--- src/core/bldc_defines.svh ---
`ifndef BLDC_DEFINES_SVH
`define BLDC_DEFINES_SVH

// Reference clock enable divider from the 250 MHz system clock.
`define REF_DIV 27
`define CARRIER_DIV 512
`define DEAD_TICKS 18
`define HALL_SLOW_TICKS 1536000
// Frequencies in hundredths of a hertz; pulse suppression limit scales from the 1 Hz limit.
`define SPEED_LIMIT_CHZ 100
`define PULSE_LIMIT_CHZ 68
`define PULSE_SLOW_TICKS ((`HALL_SLOW_TICKS * `SPEED_LIMIT_CHZ) / `PULSE_LIMIT_CHZ)
`define STEPS_PER_SECTOR 64
`define DUTY_MAX_SINE 493
`define DUTY_MAX_SQUARE 435
`define DUTY_MIN 2
// Lock oscillator nominal rate and the two protection periods in seconds.
`define LOCK_OSC_HZ 100
`define LOCK_ON_S 5
`define LOCK_OFF_S 30
`define PULSE_START_EDGES 9
`define PULSE_ACC_MOD 15

`endif

--- src/core/bldc_pkg.sv ---
package bldc_pkg;

	// Pins sampled together through the synchroniser.
	typedef struct packed {
		logic [2:0] hall;
		logic [4:0] advance;
		logic [2:0] pulse_sel;
		logic [7:0] duty;
		logic lock_cap;
	} pins_type;

	// Wanted state of one half bridge.
	typedef struct packed {
		logic en;
		logic hi;
	} phase_cmd_type;

	typedef enum logic [1:0] {
		SIDE_OFF = 2'b00,
		SIDE_HIGH = 2'b01,
		SIDE_LOW = 2'b10
	} side_type;

	typedef enum logic {
		LOCK_RUN = 1'b0,
		LOCK_OFF = 1'b1
	} lock_state_type;

	typedef enum logic [2:0] {
		PULSE_ONE = 3'b000,
		PULSE_THREE = 3'b001,
		PULSE_R24 = 3'b010,
		PULSE_R20 = 3'b011,
		PULSE_R08 = 3'b100
	} pulse_mode_type;

endpackage

--- src/core/gate_dead_time.sv ---
`timescale 1ns/1ps
`include "bldc_defines.svh"

module gate_dead_time import bldc_pkg::*; (
	// Clock, reset and reference tick.
	input wire logic sys_clk,
	input wire logic rst,
	input wire logic ref_tick,
	// Wanted bridge state.
	input wire phase_cmd_type cmd,
	// Gate drive.
	output logic high_gate,
	output logic low_gate
);

	side_type side_q, side_d, want;
	logic [4:0] dead_q, dead_d;

	////////////////////////////////////////////////////////////////////////////////
	// Any change of side passes through off for the dead time, so both
	// gates can never be on at once even if the command flips every cycle.
	always_comb begin
		want = cmd.en ? (cmd.hi ? SIDE_HIGH : SIDE_LOW) : SIDE_OFF;
		side_d = side_q;
		dead_d = dead_q;
		if (want != side_q) begin
			if (side_q != SIDE_OFF) begin
				side_d = SIDE_OFF;
				dead_d = 5'h00;
			end else if (dead_q == 5'(`DEAD_TICKS)) begin
				side_d = want;
			end
		end
		if (side_d == SIDE_OFF && side_q == SIDE_OFF && ref_tick && dead_q != 5'(`DEAD_TICKS)) begin
			dead_d = dead_q + 5'h01;
		end
	end

	always_ff @(posedge sys_clk) begin
		if (rst) begin
			side_q <= SIDE_OFF;
			dead_q <= 5'h00;
		end else begin
			side_q <= side_d;
			dead_q <= dead_d;
		end
	end

	// Gates straight from the side register.
	assign high_gate = (side_q == SIDE_HIGH);
	assign low_gate = (side_q == SIDE_LOW);

endmodule // gate_dead_time

--- src/core/bldc_sine_pwm_commutator.sv ---
`timescale 1ns/1ps
`include "bldc_defines.svh"

module bldc_sine_pwm_commutator import bldc_pkg::*; #(
	parameter int unsigned REF_DIV = `REF_DIV,
	parameter int unsigned SLOW_TICKS = `HALL_SLOW_TICKS,
	parameter int unsigned PULSE_SLOW_TICKS = `PULSE_SLOW_TICKS,
	parameter int unsigned LOCK_ON_CYCLES = `LOCK_ON_S * `LOCK_OSC_HZ,
	parameter int unsigned LOCK_OFF_CYCLES = `LOCK_OFF_S * `LOCK_OSC_HZ
) (
	// Clock and reset.
	input wire logic sys_clk,
	input wire logic rst,
	// Hall position pins.
	input wire logic u_hall_plus,
	input wire logic v_hall_plus,
	input wire logic w_hall_plus,
	// Strap and command pins.
	input wire logic [4:0] phase_advance_command,
	input wire logic [2:0] pulse_count_select,
	input wire logic [7:0] duty_command,
	input wire logic lock_timer_cap,
	// Gate drive to the power stage.
	output logic u_high_gate,
	output logic u_low_gate,
	output logic v_high_gate,
	output logic v_low_gate,
	output logic w_high_gate,
	output logic w_low_gate,
	// Rotation pulse and drive status.
	output logic rotation_pulse_out,
	output logic sine_mode
);

	// Quarter-wave sine magnitude, sixteen steps over 90 degrees.
	function automatic logic [7:0] sine_lut(input logic [3:0] i);
		logic [7:0] t [16];
		t = '{8'h0C, 8'h25, 8'h3E, 8'h56, 8'h6D, 8'h83, 8'h98, 8'hAB,
			8'hBD, 8'hCD, 8'hDB, 8'hE7, 8'hF0, 8'hF7, 8'hFC, 8'hFF};
		return t[i];
	endfunction

	// Hall code {w,v,u} to sector 0..5; 7 marks an illegal code.
	function automatic logic [2:0] hall_sector(input logic [2:0] h);
		case (h)
			3'h1: return 3'h0;
			3'h3: return 3'h1;
			3'h2: return 3'h2;
			3'h6: return 3'h3;
			3'h4: return 3'h4;
			3'h5: return 3'h5;
			default: return 3'h7;
		endcase
	endfunction

	// Zero stays off; any other duty is held between the minimum and the cap.
	function automatic logic [8:0] clamp_duty(input logic [8:0] x, input logic [8:0] cap);
		if (x == 9'h000) return 9'h000;
		if (x < 9'(`DUTY_MIN)) return 9'(`DUTY_MIN);
		if (x > cap) return cap;
		return x;
	endfunction

	// Sine compare value around mid carrier for an angle in 384 steps per cycle.
	function automatic logic [8:0] sine_cmp(input logic [8:0] a, input logic [7:0] duty);
		logic [8:0] b;
		logic [8:0] q;
		logic [15:0] m;
		b = (a >= 9'd192) ? a - 9'd192 : a;
		q = (b < 9'd96) ? b : 9'd191 - b;
		m = 16'(sine_lut(4'(q / 9'd6))) * 16'(duty);
		if (a >= 9'd192) return 9'h100 - 9'(m[15:8]);
		return 9'h100 + 9'(m[15:8]);
	endfunction

	////////////////////////////////////////////////////////////////////////////////
	// Pin synchroniser; only the second stage is read by logic.
	pins_type pin0_q, pin1_q, raw;
	assign raw = '{hall: {w_hall_plus, v_hall_plus, u_hall_plus},
		advance: phase_advance_command, pulse_sel: pulse_count_select,
		duty: duty_command, lock_cap: lock_timer_cap};

	always_ff @(posedge sys_clk) begin
		if (rst) begin
			pin0_q <= '0;
			pin1_q <= '0;
		end else begin
			pin0_q <= raw;
			pin1_q <= pin0_q;
		end
	end

	////////////////////////////////////////////////////////////////////////////////
	// Reference clock enable and carrier counter.
	logic [7:0] div_q, div_d;
	logic [8:0] car_q, car_d;
	logic ref_tick, car_wrap;
	assign ref_tick = (div_q == 8'(REF_DIV - 1));
	assign car_wrap = ref_tick && (car_q == 9'(`CARRIER_DIV - 1));

	always_comb begin
		div_d = ref_tick ? 8'h00 : div_q + 8'h01;
		car_d = ref_tick ? car_q + 9'h001 : car_q;
	end

	always_ff @(posedge sys_clk) begin
		if (rst) begin
			div_q <= 8'h00;
			car_q <= 9'h000;
		end else begin
			div_q <= div_d;
			car_q <= car_d;
		end
	end

	////////////////////////////////////////////////////////////////////////////////
	// Speed, direction and position between Hall edges.
	logic [2:0] hall_q, sec_q, sec_d, sec_now, sec_next;
	logic [21:0] per_q, per_d, last_q, last_d;
	logic [15:0] sub_q, sub_d;
	logic [5:0] frac_q, frac_d;
	logic fast_q, fast_d, pfast_q, pfast_d, rev_q, rev_d, hall_edge;
	assign sec_now = hall_sector(pin1_q.hall);
	assign sec_next = (sec_q == 3'h5) ? 3'h0 : sec_q + 3'h1;
	assign hall_edge = (pin1_q.hall != hall_q);

	always_comb begin
		sec_d = sec_q;
		per_d = per_q;
		last_d = last_q;
		sub_d = sub_q;
		frac_d = frac_q;
		fast_d = fast_q;
		pfast_d = pfast_q;
		rev_d = rev_q;
		if (ref_tick) begin
			if (per_q != 22'(PULSE_SLOW_TICKS)) per_d = per_q + 22'h1;
			if (per_q >= 22'(SLOW_TICKS)) fast_d = 1'b0;
			if (per_q >= 22'(PULSE_SLOW_TICKS)) pfast_d = 1'b0;
			// Interpolate 64 steps per sector from the previous sector time.
			if (sub_q >= 16'(last_q >> 6)) begin
				sub_d = 16'h0000;
				if (frac_q != 6'(`STEPS_PER_SECTOR - 1)) frac_d = frac_q + 6'h01;
			end else begin
				sub_d = sub_q + 16'h0001;
			end
		end
		// An edge wins over a tick in the same cycle.
		if (hall_edge) begin
			last_d = per_q;
			fast_d = (per_q < 22'(SLOW_TICKS));
			pfast_d = (per_q < 22'(PULSE_SLOW_TICKS));
			rev_d = (sec_now != sec_next);
			per_d = 22'h0;
			sub_d = 16'h0000;
			frac_d = 6'h00;
			sec_d = sec_now;
		end
	end

	always_ff @(posedge sys_clk) begin
		if (rst) begin
			hall_q <= 3'h0;
			sec_q <= 3'h7;
			per_q <= 22'h0;
			last_q <= 22'h0;
			sub_q <= 16'h0000;
			frac_q <= 6'h00;
			fast_q <= 1'b0;
			pfast_q <= 1'b0;
			rev_q <= 1'b0;
		end else begin
			hall_q <= pin1_q.hall;
			sec_q <= sec_d;
			per_q <= per_d;
			last_q <= last_d;
			sub_q <= sub_d;
			frac_q <= frac_d;
			fast_q <= fast_d;
			pfast_q <= pfast_d;
			rev_q <= rev_d;
		end
	end

	// Sine only when fast and turning forward; reverse falls back to square.
	assign sine_mode = fast_q && !rev_q;

	////////////////////////////////////////////////////////////////////////////////
	// Motor lock protection timed on the lock oscillator's rising edges.
	lock_state_type lock_q, lock_d;
	logic [11:0] lcnt_q, lcnt_d;
	logic cap_q, cap_rise;
	assign cap_rise = pin1_q.lock_cap && !cap_q;

	always_comb begin
		lock_d = lock_q;
		lcnt_d = lcnt_q;
		case (lock_q)
			LOCK_RUN: begin
				if (hall_edge) begin
					lcnt_d = 12'h000;
				end else if (cap_rise) begin
					lcnt_d = lcnt_q + 12'h001;
					if (lcnt_q == 12'(LOCK_ON_CYCLES - 1)) begin
						lock_d = LOCK_OFF;
						lcnt_d = 12'h000;
					end
				end
			end
			LOCK_OFF: begin
				if (cap_rise) begin
					lcnt_d = lcnt_q + 12'h001;
					if (lcnt_q == 12'(LOCK_OFF_CYCLES - 1)) begin
						lock_d = LOCK_RUN;
						lcnt_d = 12'h000;
					end
				end
			end
			default: begin
				lock_d = LOCK_RUN;
				lcnt_d = 12'h000;
			end
		endcase
	end

	always_ff @(posedge sys_clk) begin
		if (rst) begin
			lock_q <= LOCK_RUN;
			lcnt_q <= 12'h000;
			cap_q <= 1'b0;
		end else begin
			lock_q <= lock_d;
			lcnt_q <= lcnt_d;
			cap_q <= pin1_q.lock_cap;
		end
	end

	////////////////////////////////////////////////////////////////////////////////
	// Compare values, reloaded only at the carrier wrap to avoid runt pulses.
	logic [9:0] ang_raw;
	logic [8:0] ang, ang_v, ang_w;
	logic [8:0] cmp_q [3];
	logic [8:0] cmp_d [3];
	assign ang_raw = 10'(sec_q) * 10'(`STEPS_PER_SECTOR) + 10'(frac_q)
		+ (rev_q ? 10'h000 : 10'({pin1_q.advance, 1'b0}));
	assign ang = (ang_raw >= 10'd384) ? 9'(ang_raw - 10'd384) : 9'(ang_raw);
	assign ang_v = (ang >= 9'd128) ? ang - 9'd128 : ang + 9'd256;
	assign ang_w = (ang >= 9'd256) ? ang - 9'd256 : ang + 9'd128;

	always_comb begin
		cmp_d = cmp_q;
		if (car_wrap) begin
			if (sine_mode) begin
				cmp_d[0] = clamp_duty(sine_cmp(ang, pin1_q.duty), 9'(`DUTY_MAX_SINE));
				cmp_d[1] = clamp_duty(sine_cmp(ang_v, pin1_q.duty), 9'(`DUTY_MAX_SINE));
				cmp_d[2] = clamp_duty(sine_cmp(ang_w, pin1_q.duty), 9'(`DUTY_MAX_SINE));
			end else begin
				cmp_d[0] = clamp_duty({pin1_q.duty, 1'b0}, 9'(`DUTY_MAX_SQUARE));
				cmp_d[1] = cmp_d[0];
				cmp_d[2] = cmp_d[0];
			end
		end
	end

	always_ff @(posedge sys_clk) begin
		if (rst) begin
			cmp_q <= '{9'h000, 9'h000, 9'h000};
		end else begin
			cmp_q <= cmp_d;
		end
	end

	////////////////////////////////////////////////////////////////////////////////
	// Phase commands: all three modulate in sine; one PWM, one low, one off in square.
	phase_cmd_type cmd [3];
	logic [1:0] pwm_ph, low_ph;
	logic out_ok;
	assign out_ok = (lock_q == LOCK_RUN) && (sec_q != 3'h7) && (pin1_q.duty != 8'h00);

	always_comb begin
		case (sec_q)
			3'h0: begin pwm_ph = 2'd0; low_ph = 2'd1; end
			3'h1: begin pwm_ph = 2'd0; low_ph = 2'd2; end
			3'h2: begin pwm_ph = 2'd1; low_ph = 2'd2; end
			3'h3: begin pwm_ph = 2'd1; low_ph = 2'd0; end
			3'h4: begin pwm_ph = 2'd2; low_ph = 2'd0; end
			default: begin pwm_ph = 2'd2; low_ph = 2'd1; end
		endcase
		for (int i = 0; i < 3; i++) begin
			cmd[i].hi = (car_q < cmp_q[i]);
			if (sine_mode) begin
				cmd[i].en = out_ok;
			end else begin
				cmd[i].en = out_ok && (2'(i) == pwm_ph || 2'(i) == low_ph);
				if (2'(i) == low_ph) cmd[i].hi = 1'b0;
			end
		end
	end

	gate_dead_time u_bridge (.sys_clk(sys_clk), .rst(rst), .ref_tick(ref_tick),
		.cmd(cmd[0]), .high_gate(u_high_gate), .low_gate(u_low_gate));
	gate_dead_time v_bridge (.sys_clk(sys_clk), .rst(rst), .ref_tick(ref_tick),
		.cmd(cmd[1]), .high_gate(v_high_gate), .low_gate(v_low_gate));
	gate_dead_time w_bridge (.sys_clk(sys_clk), .rst(rst), .ref_tick(ref_tick),
		.cmd(cmd[2]), .high_gate(w_high_gate), .low_gate(w_low_gate));

	////////////////////////////////////////////////////////////////////////////////
	// Rotation pulse. Fractional ratios use an accumulator per Hall edge, so
	// they are not tied to any particular Hall phase.
	logic fg_q, fg_d;
	logic [3:0] acc_q, acc_d, edges_q, edges_d, inc;
	// One bit wider than the accumulator, so the sum of two terms never wraps early.
	logic [4:0] acc_sum;
	pulse_mode_type pmode;
	assign pmode = pulse_mode_type'(pin1_q.pulse_sel);

	always_comb begin
		fg_d = fg_q;
		acc_d = acc_q;
		edges_d = edges_q;
		case (pmode)
			PULSE_R24: inc = 4'd12;
			PULSE_R20: inc = 4'd10;
			PULSE_R08: inc = 4'd4;
			default: inc = 4'd0;
		endcase
		acc_sum = 5'(acc_q) + 5'(inc);
		case (pmode)
			PULSE_ONE: fg_d = pin1_q.hall[0];
			PULSE_THREE: if (hall_edge) fg_d = !fg_q;
			PULSE_R24, PULSE_R20, PULSE_R08: begin
				if (!pfast_d) begin
					fg_d = 1'b0;
					acc_d = 4'h0;
					edges_d = 4'h0;
				end else if (hall_edge) begin
					if (edges_q != 4'(`PULSE_START_EDGES)) begin
						edges_d = edges_q + 4'h1;
					end else if (acc_sum >= 5'(`PULSE_ACC_MOD)) begin
						acc_d = 4'(acc_sum - 5'(`PULSE_ACC_MOD));
						fg_d = !fg_q;
					end else begin
						acc_d = 4'(acc_sum);
					end
				end
			end
			default: fg_d = pin1_q.hall[0];
		endcase
	end

	always_ff @(posedge sys_clk) begin
		if (rst) begin
			fg_q <= 1'b0;
			acc_q <= 4'h0;
			edges_q <= 4'h0;
		end else begin
			fg_q <= fg_d;
			acc_q <= acc_d;
			edges_q <= edges_d;
		end
	end

	assign rotation_pulse_out = fg_q;

endmodule // bldc_sine_pwm_commutator

--- config.mk ---
export PLATFORM = sky130hd
export DESIGN_NAME = bldc_sine_pwm_commutator
export DESIGN_NICKNAME = d
export VERILOG_FILES = /design/src/core/bldc_pkg.sv /design/src/core/gate_dead_time.sv /design/src/core/bldc_sine_pwm_commutator.sv
export VERILOG_INCLUDE_DIRS = /design/src /design/src/core
export SDC_FILE = /design/constraint.sdc
export NUM_CORES = 1
export LEC_CHECK = 0
export ABC_AREA = 1
export BUFFER_PORTS_ARGS = -buffer_cell sky130_fd_sc_hd__buf_2
export CORE_MARGIN = 3
export CORE_UTILIZATION = 65
export CTS_CLUSTER_DIAMETER = 150
export DETAILED_ROUTE_END_ITERATION = 6
export PLACE_DENSITY = 0.9
export RECOVER_POWER = 25
export SLEW_MARGIN = 40
export SYNTH_ARGS = -nofsm -noshare
export SYNTH_HDL_FRONTEND = slang
export SYNTH_SLANG_ARGS = --single-unit
--- constraint.sdc ---
create_clock -name sys_clk -period 23.8 [get_ports sys_clk]
set_input_delay 2.38 -clock sys_clk [delete_from_list [all_inputs] [get_ports sys_clk]]
set_output_delay 2.38 -clock sys_clk [all_outputs]
set_load 0.005 [all_outputs]
==> impl_metrics.ini <==
[routing]
wire_per_inst_um = 15.04
ant_nets = 0
vias_per_cell = 5.718
finalWirelength_um = 48730
drtIter0Drc = 1587
vias = 18530
drc = 0
dr.pass1.iters = 6

[yosys]
synth.avg_cell_area_sq_um = 6.867
synthesis.area_sq_um = 19530
synth.yosys.warnings = 0
synth_top_area_frac = 0.2019
synth-seq-area-share = 0.2019
synth_edf_count = 0
syn_nets = 3165
synth_ff_type = dfxtp_1
synth_seq_cells = 197
synthDistinctLibCells = 65
synthCells = 2844
ys_top_cells_by_area = dfxtp_1 (20%), ha_1 (12%), fa_1 (11%)
synth_top_area_cell = dfxtp_1
synth-async-reset-ratio = 0

[placed_design]
gp_congestion = 0.9875
dp_hpwl_um = 37930
port_buffers = 29
dp.cells = 3209

[die]
core_area_sq_um = 29170
initial_utilization = 0.6695
fp.dieH_um = 179.3
io_pins = 30
die_area_sq_um = 32160
row_count = 62
die_width_um = 179.3

[critical_path]
cp_common_cell = inv_1
worstPathRequired_ns = 24.12
setup.worst_path.end_class = flop
worstPathMaxFanout = 18
start_kind = flop
critical_path_class = reg -> reg
cp_slowest_cell = o21ai_1
cp.arrival_ns = 11.45
cpPeakStageDelay_ns = 0.56
reg2regPathDepth = 72

[cts]
cts.path.max_buffers = 2
cts_buffers = 17
cts.sinks = 197
post_cts_buffers = 0
htreeDepth = 4
holdBufCountCts = 0
cts-root-buf = clkbuf_16
cts.repair.resized = 0
clk_pin_slew_worst_paths_ns = 0.08
cts_tree = yes
clk_latency_ns = 0.46

[sta]
finalSetupTns_ns = 0
fin_crit_ns = 11.13
grt_setup_unrepaired = no
final.setup_skew_ns = 0.01600
setup_viol = 0
slew_headroom = -0.2409
hold_violations = 0
tightest_slew_ns = 1.861
max_freq_ghz = 0.08983
slew_violations = 84
min_period_over_period = 0.4677

[layout]
diodes = 0
instances_no_fill = 3241
finalCoreUtilization = 0.7041
final_net_count = 3165
layout_common_cells = nand2_1 (548), inv_1 (522), nor2_1 (352), dfxtp_1 (197), ha_1 (192)
layout_commonest_cell = nand2_1
syn_to_final_growth_pct = 5.157
drive_gt1_frac = 0.08715

[global_routing]
antenna_found_initial = 0
grt_overflow = 0
first_global_vias = 17990
grt_start_max_net_pins = 57
track_usage = 0.3082
grt_pass1_wl_um = 81960

[status]
failed_checks = capacitance limit, slew limit
status = finished, violations left

[job]
max-cap-violations = 2

[worst_hold_path]
worstHoldPathType = reg -> reg
min_path_cells = 2
path summary, 6_finish.rpt:
kind                            slack, ns                   from                      to
worst max-delay path                12.67     rev_q$_SDFFE_PP0N_  cmp_q[10]$_SDFFE_PP0P_
worst min-delay path                 0.41  pin0_q[16]$_SDFF_PP0_   pin1_q[16]$_SDFF_PP0_
worst max register to register      12.67     rev_q$_SDFFE_PP0N_  cmp_q[10]$_SDFFE_PP0P_
worst min register to register       0.41  pin0_q[16]$_SDFF_PP0_   pin1_q[16]$_SDFF_PP0_
state kept, by name, indices dropped and copies added, names as in the netlist, 6 cells and up:
signal,cells
car_q,9
cmp_q,27
div_q,8
frac_q,6
last_q,16
lcnt_q,12
per_q,22
pin0_q,20
pin1_q,17
sub_q,16
area by class of cell:
| cell class | count | area (sq um) |
|---|---|---|
| Multi-Input combinational cell | 2039 | 13260 |
| Fill cell | 2349 | 8632 |
| Sequential cell | 197 | 3944 |
| Inverter | 555 | 2091 |
| Tap cell | 384 | 480.5 |
| Clock buffer | 18 | 429.2 |
| Timing Repair Buffer | 34 | 177.7 |
| Clock inverter | 14 | 157.7 |
per-layer routing:
layer / part of all wire / global-route usage / wire, um / up-vias
li1: - / - / - / 9027
met1: 0.42 / 0.3926 / 20670 / 8588
met2: 0.47 / 0.5256 / 22680 / 756
met3: 0.080 / 0.05900 / 3881 / 162
met4: 0.031 / 0.1066 / 1501 / 0
met5: 0 / 0 / 0 / -
cell families after synthesis:
group / Yosys count / share of synthesized area
buffers and inverters: 608 / 0.1194
XOR/XNOR: 54 / 0.02710
adder cells (fa/ha/maj): 299 / 0.2327
multiplexers: 1 / 0.0005766
AO/OA/AOI/OAI: 364 / 0.1094
flip-flops: 197 / 0.2019
AND/OR/NAND/NOR: 1321 / 0.3089
stage by stage:
step	hold WS, ns	instance area, sq um	worst slack (ns)
floorplan	0.3883	19530	14.36
global placement	0.3924	19960	13.31
detailed placement	0.3966	19960	12.91
CTS	0.4067	20540	12.87
global route	0.4193	20540	11.75
finish	0.4058	20540	12.67
cells in the mapped netlist, types with 4 or more instances:
library cell and n:
nor2_2 8, nand4_1 40, inv_2 24, a31oi_1 17, nand2_1 548, nor3b_1 13, nand3b_1 10, xor2_1 35
xnor2_1 13, o311ai_0 4, nand3_2 17, xor2_2 4, dfxtp_1 197, o2111ai_1 4, clkinv_1 6, nand2_4 14
o21ai_1 10, o21ai_0 103, nand3_1 153, clkbuf_1 43, a21oi_1 148, or2_2 11, nor2_4 4, o21a_1 9
a211oi_1 7, a221oi_1 20, o21ai_2 8, o211ai_1 7, inv_1 522, ha_1 192, nand2_2 70, fa_1 107
nor2_1 353, nor3_1 46, o31ai_1 7, nor4_1 20, buf_2 4, nand3_4 5
critical path: cells and delay by family (launching register included):
family | cells | cell delay [ns]
AOI/OAI and AO/OA | 7 | 1.61
xor gates and xnor gates | 1 | 0.35
adders and majority gates | 11 | 3.76
buffers and inverters | 18 | 1.27
DFF | 1 | 0.38
and+or+nand+nor | 35 | 3.56
Power is left out: the tool's default activity adds up to more than one toggle a clock period on the data nets, which glitch-free logic cannot reach.
